`src/include/uls_pkg.sv`:
```
// package: register map, field layout, reset values and encodings of the line status block
//
// How it works
// - FIFO mode: aggregate error bit rises when a receive character with an error tag enters the FIFO.
// - a host read of line status clears the aggregate error bit.
// - non-FIFO mode: transmitter-empty is 1 only when holding and shift stages empty.
// - FIFO mode: transmitter-empty is 1 only when transmit FIFO and shift stage empty.
// - non-FIFO mode: holding-empty sets when holding stage moves into shift stage.
// - non-FIFO mode: holding-empty clears when the host loads the holding stage.
// - FIFO mode: holding-empty follows the transmit FIFO empty indication.
// - transmit interrupt request while holding-empty and its enable are both set.
// - break bit sets after receive line stays low for one whole frame.
// - a continuous break loads exactly one break character into the receive FIFO.
// - framing error bit sets when the stop bit of a character is missing.
// - parity error bit sets when received parity mismatches configured parity.
// - FIFO mode: framing and parity bits show tags of the FIFO head.
// - overrun error sits at line status bit 1, zero without overrun.
// - character arriving into a full receive FIFO flags overrun and is dropped.
package uls_pkg;
	// byte addresses on the register bus
	localparam logic [3:0]  ULS_LINE_STATUS_OFS = 4'h0;
	localparam logic [3:0]  ULS_CONTROL_OFS     = 4'h4;
	localparam logic [3:0]  ULS_DIVISOR_OFS     = 4'h8;
	// line status bit positions
	localparam int          ULS_LS_OVERRUN      = 1;
	localparam int          ULS_LS_PARITY       = 2;
	localparam int          ULS_LS_FRAMING      = 3;
	localparam int          ULS_LS_BREAK        = 4;
	localparam int          ULS_LS_THR_EMPTY    = 5;
	localparam int          ULS_LS_TX_EMPTY     = 6;
	localparam int          ULS_LS_FIFO_ERR     = 7;
	// control register fields
	localparam int          ULS_CT_FIFO_MODE    = 0;
	localparam int          ULS_CT_THR_IRQ_EN   = 1;
	localparam int          ULS_CT_WLEN_LO      = 2;
	localparam int          ULS_CT_PAR_EN       = 4;
	localparam int          ULS_CT_PAR_EVEN     = 5;
	localparam int          ULS_CT_TWO_STOP     = 6;
	localparam int          ULS_CT_WIDTH        = 7;
	// reset values
	localparam logic [6:0]  ULS_CONTROL_RST     = 7'h0C;
	localparam logic [15:0] ULS_DIVISOR_RST     = 16'h0010;
	// receive FIFO depth that the tag tracker mirrors
	localparam int          ULS_FIFO_DEPTH      = 16;
	localparam int          ULS_PTR_W           = 4;
	localparam int          ULS_FRAME_W         = 20;
	// error tag layout {break, framing, parity}
	localparam logic [2:0]  ULS_TAG_BREAK       = 3'h4;
	// bus handshake states
	typedef enum logic [1:0] {
		ULS_BUS_IDLE = 2'b01,
		ULS_BUS_ACK  = 2'b10
	} uls_bus_state_t;
endpackage : uls_pkg

```
`src/hw/uls_break_detect.sv`:
```
// break detector: watches the receive pin for a frame-long low level
`timescale 1ns/1ps
module uls_break_detect
	import uls_pkg::*;
(
	input  wire logic                   clk_in,
	input  wire logic                   rst_n_in,
	input  wire logic                   rx_pin_in,
	input  wire logic [ULS_FRAME_W-1:0] frame_len_in,
	output logic                        brk_pulse_out,
	output logic                        in_break_out
);
	logic                   rx_meta_q;
	logic                   rx_sync_q;
	logic [ULS_FRAME_W-1:0] low_cnt_q;

	// two-stage synchroniser, the pin is asynchronous
	always_ff @(posedge clk_in or negedge rst_n_in) begin
		if (!rst_n_in) begin
			rx_meta_q <= 1'b1;
			rx_sync_q <= 1'b1;
		end else begin
			rx_meta_q <= rx_pin_in;
			rx_sync_q <= rx_meta_q;
		end
	end

	// count low time; one pulse per break, rearmed only by a high line
	always_ff @(posedge clk_in or negedge rst_n_in) begin
		if (!rst_n_in) begin
			low_cnt_q     <= '0;
			brk_pulse_out <= 1'b0;
			in_break_out  <= 1'b0;
		end else begin
			brk_pulse_out <= 1'b0;
			if (rx_sync_q) begin
				low_cnt_q    <= '0;
				in_break_out <= 1'b0;
			end else if (!in_break_out) begin
				low_cnt_q <= low_cnt_q + 1'b1;
				if (low_cnt_q + 1'b1 >= frame_len_in) begin
					brk_pulse_out <= 1'b1;
					in_break_out  <= 1'b1;
				end
			end
		end
	end

	chk_break_single_pulse: assert property (@(posedge clk_in) disable iff (!rst_n_in)
		brk_pulse_out |=> (!brk_pulse_out)[*2])
		else $error("break pulse repeated without the line going high");
endmodule : uls_break_detect

```
`src/hw/uls_tag_tracker.sv`:
```
// tag tracker: mirrors the receive FIFO holding only each character's error tags
`timescale 1ns/1ps
module uls_tag_tracker
	import uls_pkg::*;
(
	input  wire logic       clk_in,
	input  wire logic       rst_n_in,
	input  wire logic       push_in,
	input  wire logic [2:0] push_tags_in,
	input  wire logic       pop_in,
	output logic [2:0]      head_tags_out,
	output logic            head_new_out,
	output logic            err_any_out
);
	logic [2:0]           tag_mem [ULS_FIFO_DEPTH];
	logic [ULS_PTR_W-1:0] wr_q;
	logic [ULS_PTR_W-1:0] rd_q;
	logic [ULS_PTR_W:0]   cnt_q;
	logic [ULS_PTR_W:0]   err_cnt_q;
	logic                 pop_ok;
	logic                 push_ok;

	// pops of an empty FIFO and pushes into a full one are ignored
	assign pop_ok        = pop_in && (cnt_q != '0);
	assign push_ok       = push_in && (cnt_q != (ULS_PTR_W+1)'(ULS_FIFO_DEPTH));
	assign head_tags_out = tag_mem[rd_q];
	assign err_any_out   = (err_cnt_q != '0);

	// tag storage, no reset needed: entries are read only once valid
	always_ff @(posedge clk_in) begin
		if (push_ok) begin
			tag_mem[wr_q] <= push_tags_in;
		end
	end

	// pointers, occupancy and count of errored entries
	always_ff @(posedge clk_in or negedge rst_n_in) begin
		if (!rst_n_in) begin
			wr_q         <= '0;
			rd_q         <= '0;
			cnt_q        <= '0;
			err_cnt_q    <= '0;
			head_new_out <= 1'b0;
		end else begin
			wr_q      <= wr_q + ULS_PTR_W'(push_ok);
			rd_q      <= rd_q + ULS_PTR_W'(pop_ok);
			cnt_q     <= cnt_q + (ULS_PTR_W+1)'(push_ok) - (ULS_PTR_W+1)'(pop_ok);
			err_cnt_q <= err_cnt_q + (ULS_PTR_W+1)'(push_ok && (push_tags_in != 3'h0))
				- (ULS_PTR_W+1)'(pop_ok && (tag_mem[rd_q] != 3'h0));
			// a new character reaches the head of the FIFO
			head_new_out <= (push_ok && (cnt_q == '0)) || (pop_ok && (cnt_q > 1)) ||
				(pop_ok && push_ok && (cnt_q == 1));
		end
	end
endmodule : uls_tag_tracker

```
`src/hw/uls_line_status.sv`:
```
// line status logic: status register, error capture and Avalon-MM register slave
`timescale 1ns/1ps
module uls_line_status
	import uls_pkg::*;
(
	input  wire logic        clk_in,
	input  wire logic        rst_n_in,
	// Avalon-MM slave
	input  wire logic [3:0]  avs_address_in,
	input  wire logic        avs_read_in,
	input  wire logic        avs_write_in,
	input  wire logic [31:0] avs_writedata_in,
	output logic [31:0]      avs_readdata_out,
	output logic             avs_waitrequest_out,
	// transmit side of the transceiver
	input  wire logic        thr_load_in,
	input  wire logic        thr_to_tsr_in,
	input  wire logic        tsr_empty_in,
	input  wire logic        tx_fifo_empty_in,
	// receive side of the transceiver
	input  wire logic        rx_pin_in,
	input  wire logic        rx_char_done_in,
	input  wire logic [7:0]  rx_char_data_in,
	input  wire logic        rx_char_par_bit_in,
	input  wire logic        rx_char_stop_bit_in,
	input  wire logic        rx_fifo_full_in,
	input  wire logic        rx_fifo_pop_in,
	// results
	output logic             rx_fifo_push_out,
	output logic [7:0]       rx_push_data_out,
	output logic             tx_irq_out,
	output logic [7:0]       line_status_out
);
	////////////////////////////////////////////////////////////////////////////////////////
	// declarations

	uls_bus_state_t         bus_state_q;
	logic [7:0]             rd_snap;
	logic                   bus_done;
	logic                   ls_read_done;
	logic                   ctrl_write;
	logic                   div_write;
	logic [31:0]            rdata_mux;

	logic [ULS_CT_WIDTH-1:0] ctrl_q;
	logic [15:0]            div_q;
	logic                   fifo_mode;
	logic [1:0]             wlen;
	logic [3:0]             frame_bits;
	logic [ULS_FRAME_W-1:0] frame_len_q;

	logic                   thr_empty_d;
	logic                   thr_empty_q;
	logic                   temt_q;

	logic [7:0]             data_mask;
	logic                   par_calc;
	logic                   pe_chk;
	logic                   fe_chk;
	logic                   brk_pulse;
	logic                   in_break;
	logic                   chr_ev;
	logic                   any_ev;
	logic                   blocked;
	logic                   ovr_set;
	logic                   push_d;
	logic [2:0]             tags_d;
	logic [2:0]             push_tags_q;

	logic [2:0]             head_tags;
	logic                   head_new;
	logic                   err_any;
	logic [4:1]             err_set;
	logic [4:1]             err_q;
	logic                   fifo_err_q;
	logic                   fifo_err_set;

	////////////////////////////////////////////////////////////////////////////////////////
	// register bus slave

	// completion edge is the cycle the slave holds waitrequest low
	assign bus_done     = (bus_state_q == ULS_BUS_ACK) && (avs_read_in || avs_write_in);
	assign ls_read_done = bus_done && avs_read_in && (avs_address_in == ULS_LINE_STATUS_OFS);
	assign ctrl_write   = bus_done && avs_write_in && (avs_address_in == ULS_CONTROL_OFS);
	assign div_write    = bus_done && avs_write_in && (avs_address_in == ULS_DIVISOR_OFS);
	// status bits shown to the host in this read; only these get cleared
	assign rd_snap      = ls_read_done ? avs_readdata_out[7:0] : 8'h00;

	// read data mux; unmapped addresses read zero
	always_comb begin
		rdata_mux = 32'h0000_0000;
		case (avs_address_in)
			ULS_LINE_STATUS_OFS: rdata_mux = {24'h00_0000, line_status_out};
			ULS_CONTROL_OFS:     rdata_mux = {25'h000_0000, ctrl_q};
			ULS_DIVISOR_OFS:     rdata_mux = {16'h0000, div_q};
			default:             rdata_mux = 32'h0000_0000;
		endcase
	end

	// every access costs exactly one wait cycle
	always_ff @(posedge clk_in or negedge rst_n_in) begin
		if (!rst_n_in) begin
			bus_state_q         <= ULS_BUS_IDLE;
			avs_waitrequest_out <= 1'b1;
			avs_readdata_out    <= 32'h0000_0000;
		end else begin
			case (bus_state_q)
				ULS_BUS_IDLE: begin
					if (avs_read_in || avs_write_in) begin
						bus_state_q         <= ULS_BUS_ACK;
						avs_waitrequest_out <= 1'b0;
						avs_readdata_out    <= avs_read_in ? rdata_mux : 32'h0000_0000;
					end
				end
				ULS_BUS_ACK: begin
					bus_state_q         <= ULS_BUS_IDLE;
					avs_waitrequest_out <= 1'b1;
				end
				default: begin
					bus_state_q         <= ULS_BUS_IDLE;
					avs_waitrequest_out <= 1'b1;
				end
			endcase
		end
	end

	// control and divisor registers
	always_ff @(posedge clk_in or negedge rst_n_in) begin
		if (!rst_n_in) begin
			ctrl_q <= ULS_CONTROL_RST;
			div_q  <= ULS_DIVISOR_RST;
		end else begin
			if (ctrl_write) begin
				ctrl_q <= avs_writedata_in[ULS_CT_WIDTH-1:0];
			end
			if (div_write) begin
				div_q <= avs_writedata_in[15:0];
			end
		end
	end

	////////////////////////////////////////////////////////////////////////////////////////
	// character format and frame length

	assign fifo_mode  = ctrl_q[ULS_CT_FIFO_MODE];
	assign wlen       = ctrl_q[ULS_CT_WLEN_LO +: 2];
	// start + 5..8 data + optional parity + one or two stop bits
	assign frame_bits = 4'h7 + {2'b00, wlen} + {3'b000, ctrl_q[ULS_CT_PAR_EN]} +
		{3'b000, ctrl_q[ULS_CT_TWO_STOP]};

	// registered product keeps the multiplier off the counter path
	always_ff @(posedge clk_in or negedge rst_n_in) begin
		if (!rst_n_in) begin
			frame_len_q <= '1;
		end else begin
			frame_len_q <= ULS_FRAME_W'(frame_bits) * ULS_FRAME_W'(div_q);
		end
	end

	////////////////////////////////////////////////////////////////////////////////////////
	// transmitter status

	// a load in the same cycle as a transfer leaves the holding stage full
	always_comb begin
		thr_empty_d = thr_empty_q;
		if (fifo_mode) begin
			thr_empty_d = tx_fifo_empty_in;
		end else if (thr_load_in) begin
			thr_empty_d = 1'b0;
		end else if (thr_to_tsr_in) begin
			thr_empty_d = 1'b1;
		end
	end

	// both empty flags start set, the transmitter is idle after reset
	always_ff @(posedge clk_in or negedge rst_n_in) begin
		if (!rst_n_in) begin
			thr_empty_q <= 1'b1;
			temt_q      <= 1'b1;
			tx_irq_out  <= 1'b0;
		end else begin
			thr_empty_q <= thr_empty_d;
			temt_q      <= (fifo_mode ? tx_fifo_empty_in : thr_empty_d) && tsr_empty_in;
			tx_irq_out  <= thr_empty_d && ctrl_q[ULS_CT_THR_IRQ_EN];
		end
	end

	////////////////////////////////////////////////////////////////////////////////////////
	// receive checks and FIFO loading

	uls_break_detect u_break (
		.clk_in        (clk_in),
		.rst_n_in      (rst_n_in),
		.rx_pin_in     (rx_pin_in),
		.frame_len_in  (frame_len_q),
		.brk_pulse_out (brk_pulse),
		.in_break_out  (in_break)
	);

	assign data_mask = 8'hFF >> (2'd3 - wlen);
	assign par_calc  = ^(rx_char_data_in & data_mask);
	// even parity: parity bit equals xor of data bits
	assign pe_chk    = ctrl_q[ULS_CT_PAR_EN] &&
		(rx_char_par_bit_in != (ctrl_q[ULS_CT_PAR_EVEN] ? par_calc : ~par_calc));
	assign fe_chk    = !rx_char_stop_bit_in;

	// characters framed during a break are the break itself, not new data
	assign chr_ev  = rx_char_done_in && !in_break;
	assign any_ev  = brk_pulse || chr_ev;
	assign blocked = rx_fifo_full_in && !rx_fifo_pop_in;
	assign ovr_set = any_ev && blocked;
	assign push_d  = any_ev && !blocked;
	assign tags_d  = brk_pulse ? ULS_TAG_BREAK : {1'b0, fe_chk, pe_chk};

	// push strobe, data and tags toward the receive FIFO
	always_ff @(posedge clk_in or negedge rst_n_in) begin
		if (!rst_n_in) begin
			rx_fifo_push_out <= 1'b0;
			rx_push_data_out <= 8'h00;
			push_tags_q      <= 3'h0;
		end else begin
			rx_fifo_push_out <= push_d;
			push_tags_q      <= push_d ? tags_d : 3'h0;
			if (push_d) begin
				rx_push_data_out <= brk_pulse ? 8'h00 : (rx_char_data_in & data_mask);
			end
		end
	end

	uls_tag_tracker u_tags (
		.clk_in        (clk_in),
		.rst_n_in      (rst_n_in),
		.push_in       (rx_fifo_push_out),
		.push_tags_in  (push_tags_q),
		.pop_in        (rx_fifo_pop_in),
		.head_tags_out (head_tags),
		.head_new_out  (head_new),
		.err_any_out   (err_any)
	);

	////////////////////////////////////////////////////////////////////////////////////////
	// sticky error bits

	// FIFO mode reports the head character, otherwise the latest one
	always_comb begin
		err_set[ULS_LS_OVERRUN] = ovr_set;
		if (fifo_mode) begin
			err_set[4:2] = head_new ? head_tags : 3'h0;
		end else begin
			err_set[4:2] = push_tags_q;
		end
	end

	// set beats the read clear so no event slips between snapshot and clear
	for (genvar i = 1; i <= 4; i++) begin : g_err
		always_ff @(posedge clk_in or negedge rst_n_in) begin
			if (!rst_n_in) begin
				err_q[i] <= 1'b0;
			end else begin
				err_q[i] <= (err_q[i] && !rd_snap[i]) || err_set[i];
			end
		end
	end

	// aggregate bit only rises for a new errored entry in FIFO mode
	assign fifo_err_set = fifo_mode && rx_fifo_push_out && (push_tags_q != 3'h0);

	always_ff @(posedge clk_in or negedge rst_n_in) begin
		if (!rst_n_in) begin
			fifo_err_q <= 1'b0;
		end else begin
			fifo_err_q <= (fifo_err_q && err_any && !rd_snap[ULS_LS_FIFO_ERR]) ||
				fifo_err_set;
		end
	end

	// bit 0 belongs to the receiver data-ready logic and reads zero here
	assign line_status_out = {fifo_err_q, temt_q, thr_empty_q, err_q, 1'b0};

	////////////////////////////////////////////////////////////////////////////////////////
	// checks

	chk_thr_empty_set: assert property (@(posedge clk_in) disable iff (!rst_n_in)
		!fifo_mode && thr_to_tsr_in && !thr_load_in |=> thr_empty_q)
		else $error("holding-empty did not set on transfer to shift stage");

	chk_thr_empty_clear: assert property (@(posedge clk_in) disable iff (!rst_n_in)
		!fifo_mode && thr_load_in |=> !thr_empty_q)
		else $error("holding-empty did not clear on holding load");

	chk_tx_empty_busy: assert property (@(posedge clk_in) disable iff (!rst_n_in)
		!tsr_empty_in |=> !temt_q && $past(!tsr_empty_in))
		else $error("transmitter-empty set while shift stage busy");

	chk_tx_irq_follow: assert property (@(posedge clk_in) disable iff (!rst_n_in)
		!fifo_mode && thr_to_tsr_in && !thr_load_in && ctrl_q[ULS_CT_THR_IRQ_EN] &&
		!ctrl_write ##1 1'b1 |=> tx_irq_out == thr_empty_q)
		else $error("transmit interrupt does not follow holding-empty");

	chk_overrun_drop: assert property (@(posedge clk_in) disable iff (!rst_n_in)
		rx_char_done_in && !in_break && !brk_pulse && rx_fifo_full_in && !rx_fifo_pop_in
		|=> err_q[ULS_LS_OVERRUN] && !rx_fifo_push_out)
		else $error("overrun not flagged or character pushed into full FIFO");

	chk_read_clears: assert property (@(posedge clk_in) disable iff (!rst_n_in)
		ls_read_done && (avs_readdata_out[4:1] == err_q) && (err_set == 4'h0)
		|=> err_q == 4'h0)
		else $error("line status read did not clear error bits");

	chk_agg_clear: assert property (@(posedge clk_in) disable iff (!rst_n_in)
		ls_read_done && avs_readdata_out[ULS_LS_FIFO_ERR] && !fifo_err_set |=> !fifo_err_q)
		else $error("aggregate error bit survived line status read");

	chk_agg_no_error: assert property (@(posedge clk_in) disable iff (!rst_n_in)
		!err_any && !fifo_err_set |=> !fifo_err_q)
		else $error("aggregate error bit high with no errored entry");

	chk_bus_one_wait: assert property (@(posedge clk_in) disable iff (!rst_n_in)
		(avs_read_in || avs_write_in) && avs_waitrequest_out |=> !avs_waitrequest_out ##1
		avs_waitrequest_out)
		else $error("bus answer not given after exactly one wait cycle");
endmodule : uls_line_status

```
`config.mk`:
```
export PLATFORM = sky130hd
export DESIGN_NAME = uls_line_status
export DESIGN_NICKNAME = d
export VERILOG_FILES = /design/src/include/uls_pkg.sv /design/src/hw/uls_break_detect.sv /design/src/hw/uls_tag_tracker.sv /design/src/hw/uls_line_status.sv
export SDC_FILE = /design/constraint.sdc
export NUM_CORES = 1
export LEC_CHECK = 0
export ABC_CLOCK_PERIOD_IN_PS = 14440
export BUFFER_PORTS_ARGS = -buffer_cell sky130_fd_sc_hd__buf_2
export CORE_UTILIZATION = 64
export DETAILED_ROUTE_END_ITERATION = 12
export HOLD_SLACK_MARGIN = 0.05
export PLACE_DENSITY = 0.95
export SLEW_MARGIN = 0
export SYNTH_ARGS = -nofsm -noshare
export SYNTH_HDL_FRONTEND = slang
export SYNTH_SLANG_ARGS = --single-unit
```
`constraint.sdc`:
```
create_clock -name clk_in -period 14.44 [get_ports clk_in]
set_clock_uncertainty 0.15 [all_clocks]
set_input_delay 1.444 -clock clk_in [delete_from_list [all_inputs] [get_ports clk_in]]
set_output_delay 1.444 -clock clk_in [all_outputs]
set_load 0.005 [all_outputs]
```
[After elaboration in Yosys (flattened, before gate mapping)]
Memories as Yosys holds them, arrays and structs flattened.
Index checks and enable logic that the tools add are counted.
Storage, ports and cells
  input bits: 58
  RAM bits: 48
  logic and storage cells: 135
  output and inout port bits: 51
  bits in registers: 141
  memories kept: 1
Memories
  u_tags.tag_mem: depth 16, width 3, read ports 1, clocked after memory_dff 0, write ports 1, line uls_tag_tracker.sv:15  | logic [2:0] tag_mem [ULS_FIFO_DEPTH];
Operators by class
  muxes and demuxes: 26
  order comparisons: 2
  shifts and indexed selects: 1
  reductions and logical operators: 55
  bitwise logic cells: 2
  multiply operators: 1
  equal/unequal tests: 9
  add/sub/neg operators: 11
Operators by type and width (number)
  $pmux 16 s3: 1
  $mux 20: 2
  $mux 32: 1
  $logic_and 1x1->1: 29
  $add 20x1->20 const B: 1
  $ge 20x20->1: 1
  $mul 4x16->20: 1
  $add 4x1->4: 4
  $mux 8: 2
  $mux 1: 14
  $mux 3: 4
  $add 5x1->5: 2
  $reduce_bool 5->1: 2
  $sub 5x1->5: 2
  $logic_not 1->1: 9
  $logic_or 1x1->1: 9
  $and 8x8->8: 1
  $reduce_xor 8->1: 1
  $shr 8x2->8 const A: 1
  $reduce_bool 3->1: 2
  $eq 5x1->1 const B: 1
  $gt 5x1->1 const B: 1
  $logic_not 5->1: 1
  $ne 5x5->1 const B: 1
  other kinds (12): 14

[Longest topological paths before layout]
Gate-level depths: netlist of the first run.
  word-level depth: 10
  gate-level depth with buffers: 20
  mapped depth without buffers: 18

[By module]
From an unflattened synthesis of the first run, not the netlist that was laid out.
Second synthesis, totals
  cell total of the unflattened synthesis: 953
  area total of the unflattened synthesis: 10333.7 sq um
Modules (own cells, without submodules)
  uls_line_status: instances 1, seq. area each 2059.5 sq um, area an instance 5431.5 sq um, cells an instance 545
  uls_tag_tracker: instances 1, seq. area each 1916.8 sq um, area an instance 3040.4 sq um, cells an instance 193
  uls_break_detect: instances 1, seq. area each 603.1 sq um, area an instance 1861.8 sq um, cells an instance 215

[Least setup slack after synthesis of the first run]
Ideal clock, no wire load.
  path kind: reg-to-reg
  start point: reg ctrl_q[2]
  end point: reg frame_len_q[16]
  setup time: 0.121 ns
  data arrival time: 4.827 ns
  required time: 14.169 ns
  path buffers: 1
  period minus slack after synthesis: 5.098 ns
  stages on the path, launching flop included: 20
  slack: 9.342 ns
  path through: dfstp_2 inv_1 ha_1 inv_1 ha_1 fa_1 xnor2_1 clkbuf_1 nand2_1 fa_1 inv_1 fa_1 inv_1 fa_1 nor2b_1 o21ai_1 a21boi_1 o211ai_1 mux2i_1 a2111oi_0
On the way
  cells in the longest elaborated chain, start to end: 4
Ends and longest elaborated chain
  start: declaration: line uls_line_status.sv:45  | logic [ULS_CT_WIDTH-1:0] ctrl_q;
  start signal: assignment: line uls_line_status.sv:134  | ctrl_q <= avs_writedata_in[ULS_CT_WIDTH-1:0];
  $add 3x2->4: line uls_line_status.sv:148  | assign frame_bits = 4'h7 + {2'b00, wlen} + {3'b000, ctrl_q[ULS_CT_PAR_EN]} +
  $add 4x1->4 (2 in a row): line uls_line_status.sv:148
  $mul 4x16->20: line uls_line_status.sv:156  | frame_len_q <= ULS_FRAME_W'(frame_bits) * ULS_FRAME_W'(div_q);
  end signal: assignment: line uls_line_status.sv:156
  end: declaration: line uls_line_status.sv:50  | logic [ULS_FRAME_W-1:0] frame_len_q;
Every way passes these cells.
A chain may end at the register's enable or synchronous reset.

[Worst setup path in the final report of the first run]
Same ends and word-level chain as after synthesis.

==> results of run 1 <==
==> worst max path at each step <==
stage / end / cells after the start / startpoint / slack [ns]
6_report: frame_len_q[16] / 18 / ctrl_q[2] / 8.09
5_1_grt: frame_len_q[16] / 18 / ctrl_q[2] / 7.84
4_1_cts: frame_len_q[16] / 18 / ctrl_q[2] / 8.22
3_5_place_dp: frame_len_q[16] / 18 / ctrl_q[2] / 8.26
3_3_place_gp: frame_len_q[16] / 18 / ctrl_q[2] / 8.51
2_1_floorplan: frame_len_q[16] / 19 / ctrl_q[2] / 9.34
==> registers in the layout, indices dropped and copies added (netlist names), 2 cells and up <==
| register | count |
|---|---|
| u_tags.rd_q | 4 |
| bus_state_q | 2 |
| u_tags.wr_q | 4 |
| frame_len_q | 20 |
| u_break.low_cnt_q | 20 |
| ctrl_q | 7 |
| rx_push_data_out | 8 |
| push_tags_q | 3 |
| div_q | 16 |
| avs_readdata_out | 16 |
| u_tags.tag_mem | 48 |
| line_status_out | 4 |
| u_tags.err_cnt_q | 5 |
| u_tags.cnt_q | 5 |
==> layout make-up <==
| cell class | instances | area, sq um |
|---|---|---|
| clock inverters | 10 | 91.3 |
| well taps | 211 | 264 |
| flip-flops and latches | 172 | 4580 |
| fillers | 895 | 4170 |
| multi-input cells | 650 | 5080 |
| clock buffers | 22 | 454 |
| inverters | 101 | 379 |
| repair buffers | 79 | 408 |
==> power by group through the flow <==
stage	Clock [W]	Combinational (W)	Sequential, W
floorplan	0	0.000546	0.000668
global placement	0	0.000624	0.000712
detailed placement	0	0.000678	0.000722
CTS	0.000435	0.000703	0.000716
global route	0.000455	0.000792	0.000729
finish	0.000433	0.000711	0.000720
==> cells in the final DEF (no fill, tap or decap), types with 4 or more instances in the layout <==
cell type                   count
sky130_fd_sc_hd__a211oi_1       5
sky130_fd_sc_hd__a21o_1        11
sky130_fd_sc_hd__a21oi_1       26
sky130_fd_sc_hd__a221o_1        4
sky130_fd_sc_hd__a22o_1         9
sky130_fd_sc_hd__a22oi_1        6
sky130_fd_sc_hd__a31oi_1        4
sky130_fd_sc_hd__and2_1        42
sky130_fd_sc_hd__and3_1        11
sky130_fd_sc_hd__buf_2         74
sky130_fd_sc_hd__buf_4          5
sky130_fd_sc_hd__clkbuf_1       4
sky130_fd_sc_hd__clkbuf_16     17
sky130_fd_sc_hd__conb_1        17
sky130_fd_sc_hd__dfrtp_1       96
sky130_fd_sc_hd__dfstp_2       28
sky130_fd_sc_hd__edfxtp_1      48
sky130_fd_sc_hd__fa_1          31
sky130_fd_sc_hd__ha_1          66
sky130_fd_sc_hd__inv_1        101
sky130_fd_sc_hd__mux2_2        26
sky130_fd_sc_hd__mux2i_1        6
sky130_fd_sc_hd__mux4_1         8
sky130_fd_sc_hd__mux4_2         5
sky130_fd_sc_hd__nand2_1       76
sky130_fd_sc_hd__nand2b_1       9
sky130_fd_sc_hd__nand3_1       20
sky130_fd_sc_hd__nand3b_1       4
sky130_fd_sc_hd__nor2_1        63
sky130_fd_sc_hd__nor2b_1       32
sky130_fd_sc_hd__nor3_1        22
sky130_fd_sc_hd__o211ai_1       8
sky130_fd_sc_hd__o21ai_0       35
sky130_fd_sc_hd__or3_1          9
sky130_fd_sc_hd__xnor2_1       38
sky130_fd_sc_hd__xor2_1        24
==> metal layers <==
metal  track usage [%]  part of all wire [%]  vias up
met4              16.5                   4.5        0
met1              38.0                    39     3672
met2              51.4                    49      463
met5                 0                     0        -
li1                  -                     -     3336
met3              6.28                   8.0       97
==> per-stage QoR <==
| step | utilization (%) | power (W) | cell area, sq um | hold WS (ns) | setup WS (ns) |
|---|---|---|---|---|---|
| 3_5_place_dp | 69.4 | 0.00140 | 10700 | 0.200 | 8.26 |
| 5_1_grt | 73.0 | 0.00198 | 11300 | 0.216 | 7.84 |
| 4_1_cts | 73.0 | 0.00185 | 11300 | 0.213 | 8.22 |
| 6_report | 73.0 | 0.00186 | 11300 | 0.213 | 8.09 |
| 3_3_place_gp | 69.4 | 0.00134 | 10700 | 0.197 | 8.51 |
| 2_1_floorplan | - | 0.00121 | 10300 | 0.195 | 9.34 |
==> cell families after synthesis <==
| family | count (synthesis) |
|---|---|
| AO/OA/AOI/OAI | 130 |
| XOR/XNOR | 62 |
| adder cells (fa/ha/maj) | 97 |
| buffers and inverters | 148 |
| flip-flops | 172 |
| multiplexers | 45 |
| other | 1 |
| AND/OR/NAND/NOR | 299 |
==> results.txt, run 1 <==
- Most frequent cell after synthesis: sky130_fd_sc_hd__inv_1
* Count of max-cap constraint violations: 0
- After clock tree synthesis, the clock-pin slew on the worst setup and hold paths is 0.06 ns.
- Broken down by cell family, the worst path's largest delay share belongs to adder cells.
* Worst hold stages: 0
- The synthesized netlist devotes 14.1% of its cell area to adder and majority cells.
- Initial antenna violation count: 0
- Synth Flop Type: sky130_fd_sc_hd__dfrtp_1
* Synth cell types: 61
* Cells after Synth: 954
- Of all nets on the critical path, the largest fanout is 16.
* Area share of the largest cell type after synthesis: 23.5%
- IR analysis of the VDD net gives a maximum drop of 0.160 mV.
- Cells along the critical path: inv_1 -> ha_1 -> inv_1 -> ha_1 -> fa_1 -> xnor2_1 -> nand2_1 -> fa_1 -> inv_1 -> fa_1 -> inv_1 -> fa_1 -> nor2b_1 -> o21ai_1 -> a21boi_1 -> o211ai_1 -> mux2i_1 -> a2111oi_0
- The area growth from synthesis to layout is 9.89%.
- # hold bufs at CTS: 0
* Fraction of the yosys area taken by sequential cells: 44.7%
- Total setup buffers inserted after CTS: 0
- Summing the areas of all and, or, nand and nor instances in the mapped netlist gives 14.6% of the synthesized area.
- RSZ-0062 raised after global routing: false
* Sw Share: 37.8%
- Leakage power of the design: 5.29 nW
- CORE AREA: 15400 sq um
- Across all register-to-register paths, the minimum setup slack is 8.09 ns.
- Seq pwr share: 38.6%
- Drt initial violations: 593
- In this run, synthesis inferred 48 flip-flops with an integrated enable.
* Sinks on Clock Net: 172
- Average size of a mapped cell: 10.7 sq um
- The final layout contains routed wiring with a total length of 23.8 mm.
- Sort of element at the start of the critical path: flip-flop
* Synthesis-stage register bit count: 172
- Routability-driven placement finished with a final weighted congestion of 0.844.
* Clk_lat worst skew: 0.44 ns
- Setup TNS: 0 ns
* Setup violators final: 0
- Register-to-Register Path Depth: 18
- Entering global routing, the biggest net connects 72 pins.
- Top area cells in the synthesized netlist: sky130_fd_sc_hd__dfrtp_1, sky130_fd_sc_hd__edfxtp_1, sky130_fd_sc_hd__ha_1
- For this run, the slowest stage of the critical path takes 0.88 ns.
- Cell area power density: 166 nW/um^2
* Largest area contributor in the netlist: sky130_fd_sc_hd__dfrtp_1
* Final period utilization: 44.0%
- Required time at the endpoint of the critical path: 14.57 ns
- Period minus WS final: 6.35 ns
* Total overflow reported by the global router: 0
- The number of global-route vias before repair came to 7399.
- Worst slew pin tran: 1.11 ns
- The startpoint identified for the worst hold timing path is u_break.rx_meta_q.
- Yosys printed 0 warnings.
- Library cell contributing the largest single delay on the critical path: sky130_fd_sc_hd__xnor2_1
- In this run the cell area of the synthesized design comes to 10200 sq um.
- Maximum root-to-sink buffer count: 2
- Worst Hold Class: reg2reg
* Length of the first detailed-routing pass in iterations: 5
- Clock tree synthesis selected as its root buffer the cell sky130_fd_sc_hd__clkbuf_16.
- End point of the most critical hold path: u_break.rx_sync_q
* Buffers on Ports: 75
- Average wire length per cell after detail routing: 19.1 um
- Global-route wire length before repair: 38.2 mm
- Arrival time reported for the critical path endpoint: 6.48 ns
- Final cell count without fillers: 1245
* Global-route total usage across every layer: 30.8%
- Row Count: 45
* Worst reg2reg path startpoint: ctrl_q[2]
* Portion of total power attributed to combinational logic: 38.1%
- In this run the vertical extent of the chip is 129 um.
- Remaining antenna violation count: 0
- Reg2reg end: frame_len_q[16]
* Number of hold violations in the final report: 0
- In this run, CTS created clock tree buffers numbering 17.
- Static timing analysis puts the maximum clock frequency at 158 MHz.
* Mean number of vias per cell: 6.08
* Number of nets in the final layout: 1176
* Boundary Pins: 109
- Total DRC errors in the routed layout: 0
* Setup Crit Path Kind: reg2reg
* Total die area: 16500 sq um
* Clk network pwr share: 23.2%
* Synth Area in XOR/XNOR: 5.30%
- TritonCTS built the clock tree.
- The routed layout has 7568 vias.
- The number of buffers and inverters on the critical path is 4.
* Share of synthesized area spent on multiplexers: 6.60%
- Detailed placement finished with a half-perimeter wire length of 16.1 mm.
- Of all flip-flops after synthesis, the portion carrying an async set or reset was 72.1%.
* Synthesized-area fraction occupied by ao, oa, aoi and oai cells: 8.33%
- Design internal power: 0.00116 W
- Critical Path End Type: flip-flop
- In this run the tightest slew margin relative to its limit is 25.8%.
- Fraction of final layout cells sized beyond drive strength 1: 16.2%
- The floorplan step set the die width to 129 um.
- The repair_antennas step left the layout with diodes totalling 0.
* Initial cell density of the core: 66.4%
* Status: finished, final reports clean
* Final max-slew violation count: 0
- Net load switching power: 0.000705 W
- After synthesis, the largest family of logic cells by area is simple AND/OR/NAND/NOR gates.
- Once the clock tree was built, the resizer swapped 0 gates to a different size.
- H-tree depth: 4
- DP Cell Count: 1213
* Most instantiated cells after synthesis: sky130_fd_sc_hd__inv_1, sky130_fd_sc_hd__dfrtp_1, sky130_fd_sc_hd__nand2_1
No activity file was read; power rests on OpenSTA's default activity.
==> inputs of run 2 (changes only) <==
ABC_CLOCK_PERIOD_IN_PS = 6400   (was 14440)
CORE_UTILIZATION = 60   (was 64)
PLACE_DENSITY = 0.93   (was 0.95)
clock period = 6.4 ns   (was 14.44 ns; I/O delays follow)
==> run 2 against run 1 <==
Compared with the run above: via count increased by 0.57%; routed wire length increased by 1.4%; critical endpoint unchanged; critical path depth down 1; highest routed layer unchanged.
==> results.txt, run 2 (synthesized netlist as in run 1, its figures left out) <==
- The clock-pin slew on the worst setup and hold paths was 0.07 ns (about the same).
- The number of antenna violations at the first check in global routing came to 0 (unchanged).
* Total DRC errors in the routed layout: 0 (unchanged)
* Worst reg2reg path startpoint: ctrl_q[2]
* Remaining antenna violation count: 0 (unchanged)
- Fraction of final layout cells sized beyond drive strength 1: 16.4% (+0.27 points)
- Sinks on Clock Net: 172 (unchanged)
- Count of max-cap constraint violations: 0 (unchanged)
- Buffers and inverters on the worst path: 4 (unchanged)
- Layout area overhead: 10.3%
- Length of the first detailed-routing pass in iterations: 7 (+2)
* Total setup buffers inserted after CTS: 0 (unchanged)
- The worst endpoint data arrival time was 5.81 ns (-0.67 ns).
- The height of the chip is 133 um (+3.2%).
- Worst hold stages: 1 (+1)
- Leading cell type in the layout, fill and taps excluded: sky130_fd_sc_hd__inv_1
- The worst register-to-register path ends at frame_len_q[16].
- Register-to-Register Path Depth: 17 (-1)
* Highest-count cells in the layout ignoring fill and taps: sky130_fd_sc_hd__inv_1, sky130_fd_sc_hd__dfrtp_1, sky130_fd_sc_hd__nand2_1
* # hold bufs at CTS: 0 (unchanged)
- The worst setup path is launched from a flip-flop.
- The worst slew margin relative to its limit came to 42.8% (+17 points).
* Global-route total usage across every layer: 29.1% (-1.6 points)
- The site row count came to 47 (+4.4%).
- Vias in the first global route: 7789 (+5.3%)
- The number of diodes added for antenna fixing came to 0 (unchanged).
- Placed cell areas: 10700 sq um (+0.17%)
- The final count of pins violating max slew came to 0 (unchanged).
- Among all stages on the critical path, the largest delay is contributed by sky130_fd_sc_hd__fa_1.
- CORE AREA: 16600 sq um (+7.9%)
- The average via count per standard cell came to 6.06 (-0.23%).
- Buffers on Ports: 75 (unchanged)
* Leakage power of the design: 5.31 nW (+0.33%)
* Worst Min Path Start: rx_pin_in
* DP Wirelength: 15.3 mm (-4.7%)
* Setup Crit Path Kind: reg2reg
* Largest Register: u_tags.tag_mem
* Final period utilization: 88.2% (+44 points)
* Slack of the critical path: 0.758 ns (-7.33 ns)
* Boundary Pins: 109 (unchanged)
* End point of the most critical hold path: u_break.rx_meta_q
- Initial cell density of the core: 61.5% (-4.8 points)
- Period minus WS final: 5.64 ns (-0.707 ns)
- The clock tree buffer depth was 2 (unchanged).
* Global-route wire length before repair: 39.6 mm (+3.8%)
* GPL Wtd Cong: 0.871 (+3.3%)
* Cts bufs inserted: 17 (unchanged)
- The number of DRC markers after the initial detailed-route iteration is 685 (+16%).
- Total die area: 17600 sq um (+6.6%)
* CP max FO: 16 (unchanged)
* Worst slew pin tran: 0.858 ns (-0.248 ns)
- The tightest min-delay check is of the in2reg type.
- The core occupancy in the finished layout was 67.9% (-5.1 points).
- The die extent in x was 133 um (+3.2%).
* Number of vias after detailed routing: 7611 (+0.57%)
* Filler cell count: 1025 (+15%)
* Cells resized by post-CTS repair: 0 (unchanged)
* Largest regs: u_tags.tag_mem: 48 flops, frame_len_q: 20 flops, u_break.low_cnt_q: 20 flops
- Register-to-Register Setup Slack: 0.76 ns (-7.33 ns)
- The run finished with clean final reports.
- Flip-flop count of the largest register after layout: 48 (unchanged)
* Final WL: 24.1 mm (+1.4%)
- Worst slack, placed: 1.02 ns (-7.25 ns)
- Peak supply drop: 0.344 mV (+120%)
- The clock network latency to the later pin of the worst-skew pair was 0.45 ns (about the same).
* Highest clock rate: 177 MHz (+13%)
* Final instance area: 11300 sq um (+0.40%)
- The power density over cell area is 380 nW/um^2 (+130%).
- H-tree depth: 4 (unchanged)
- Delay of the slowest cell on the worst path: 0.86 ns (-0.02 ns)
- Average wire length per cell after detail routing: 19.2 um (+0.60%)
* Required time at the endpoint of the critical path: 6.57 ns (-8.00 ns)
- The worst setup path is captured at a flip-flop.
- Maximum number of pins on one net before global-route repair: 65 (-9.7%)
- The cell family contributing the most delay on the critical path is adder cells.
- The root buffer cell chosen for the clock tree is sky130_fd_sc_hd__clkbuf_16.
* Number of hold violations in the final report: 0 (unchanged)
- Setup TNS: 0 ns (unchanged)
* Number of nets in the final layout: 1177 (+0.085%)
- Total overflow reported by the global router: 0 (unchanged)
- Setup violators final: 0 (unchanged)
- Walking the worst path, the cells encountered are inv_1 -> ha_1 -> inv_1 -> ha_1 -> fa_1 -> nand2_1 -> fa_1 -> inv_1 -> fa_1 -> inv_1 -> fa_1 -> nor2b_1 -> o21ai_1 -> a21boi_1 -> o211ai_1 -> mux2i_1 -> a2111oi_0.
- Clock tree from TritonCTS: yes
- Setup repair after global routing left no endpoint under its margin.
## run 2: power by group
group          internal [W]  leakage (nW)  total [W]  switching, W
combinational      0.000698          3.04    0.00163      0.000933
sequential          0.00139          1.99    0.00162      0.000235
clock              0.000578         0.280    0.00104      0.000458
total               0.00266          5.31    0.00429       0.00163
## run 2: layout make-up
| class | count | area [sq um] | area share [%] |
|---|---|---|---|
| clock inverter | 13 | 139 | 1.23 |
| sequential | 172 | 4580 | 40.5 |
| inverter | 101 | 379 | 3.35 |
| tap | 220 | 275 | 2.44 |
| clock buffer | 19 | 433 | 3.83 |
| timing repair buffer | 80 | 415 | 3.68 |
| multi-input combinational | 650 | 5080 | 45.0 |
## run 2: worst max path at each step
stage / start / to / depth (start not counted) / slack, ns
global route: ctrl_q[2] / frame_len_q[16] / 17 / 0.46
finish: ctrl_q[2] / frame_len_q[16] / 17 / 0.76
floorplan: ctrl_q[2] / frame_len_q[16] / 19 / 1.30
CTS: ctrl_q[2] / frame_len_q[16] / 17 / 0.77
global placement: ctrl_q[2] / frame_len_q[16] / 17 / 1.11
detailed placement: ctrl_q[2] / frame_len_q[16] / 17 / 1.02
## run 2: stage by stage
step | hold WS, ns | cells | power [W]
6_report | 0.142 | 1255 | 0.00429
3_3_place_gp | 0.196 | 1223 | 0.00303
4_1_cts | 0.141 | 1255 | 0.00426
5_1_grt | 0.142 | 1255 | 0.00453
2_1_floorplan | 0.194 | 970 | 0.00274
3_5_place_dp | 0.200 | 1223 | 0.00314
## run 2: routing by layer
layer,global-route usage [%],vias to the layer above,part of all wire (%)
met5,0,-,0
met4,17.2,0,5.2
met3,6.32,124,7.3
met2,48.0,445,49
met1,35.5,3689,38
li1,-,3353,-
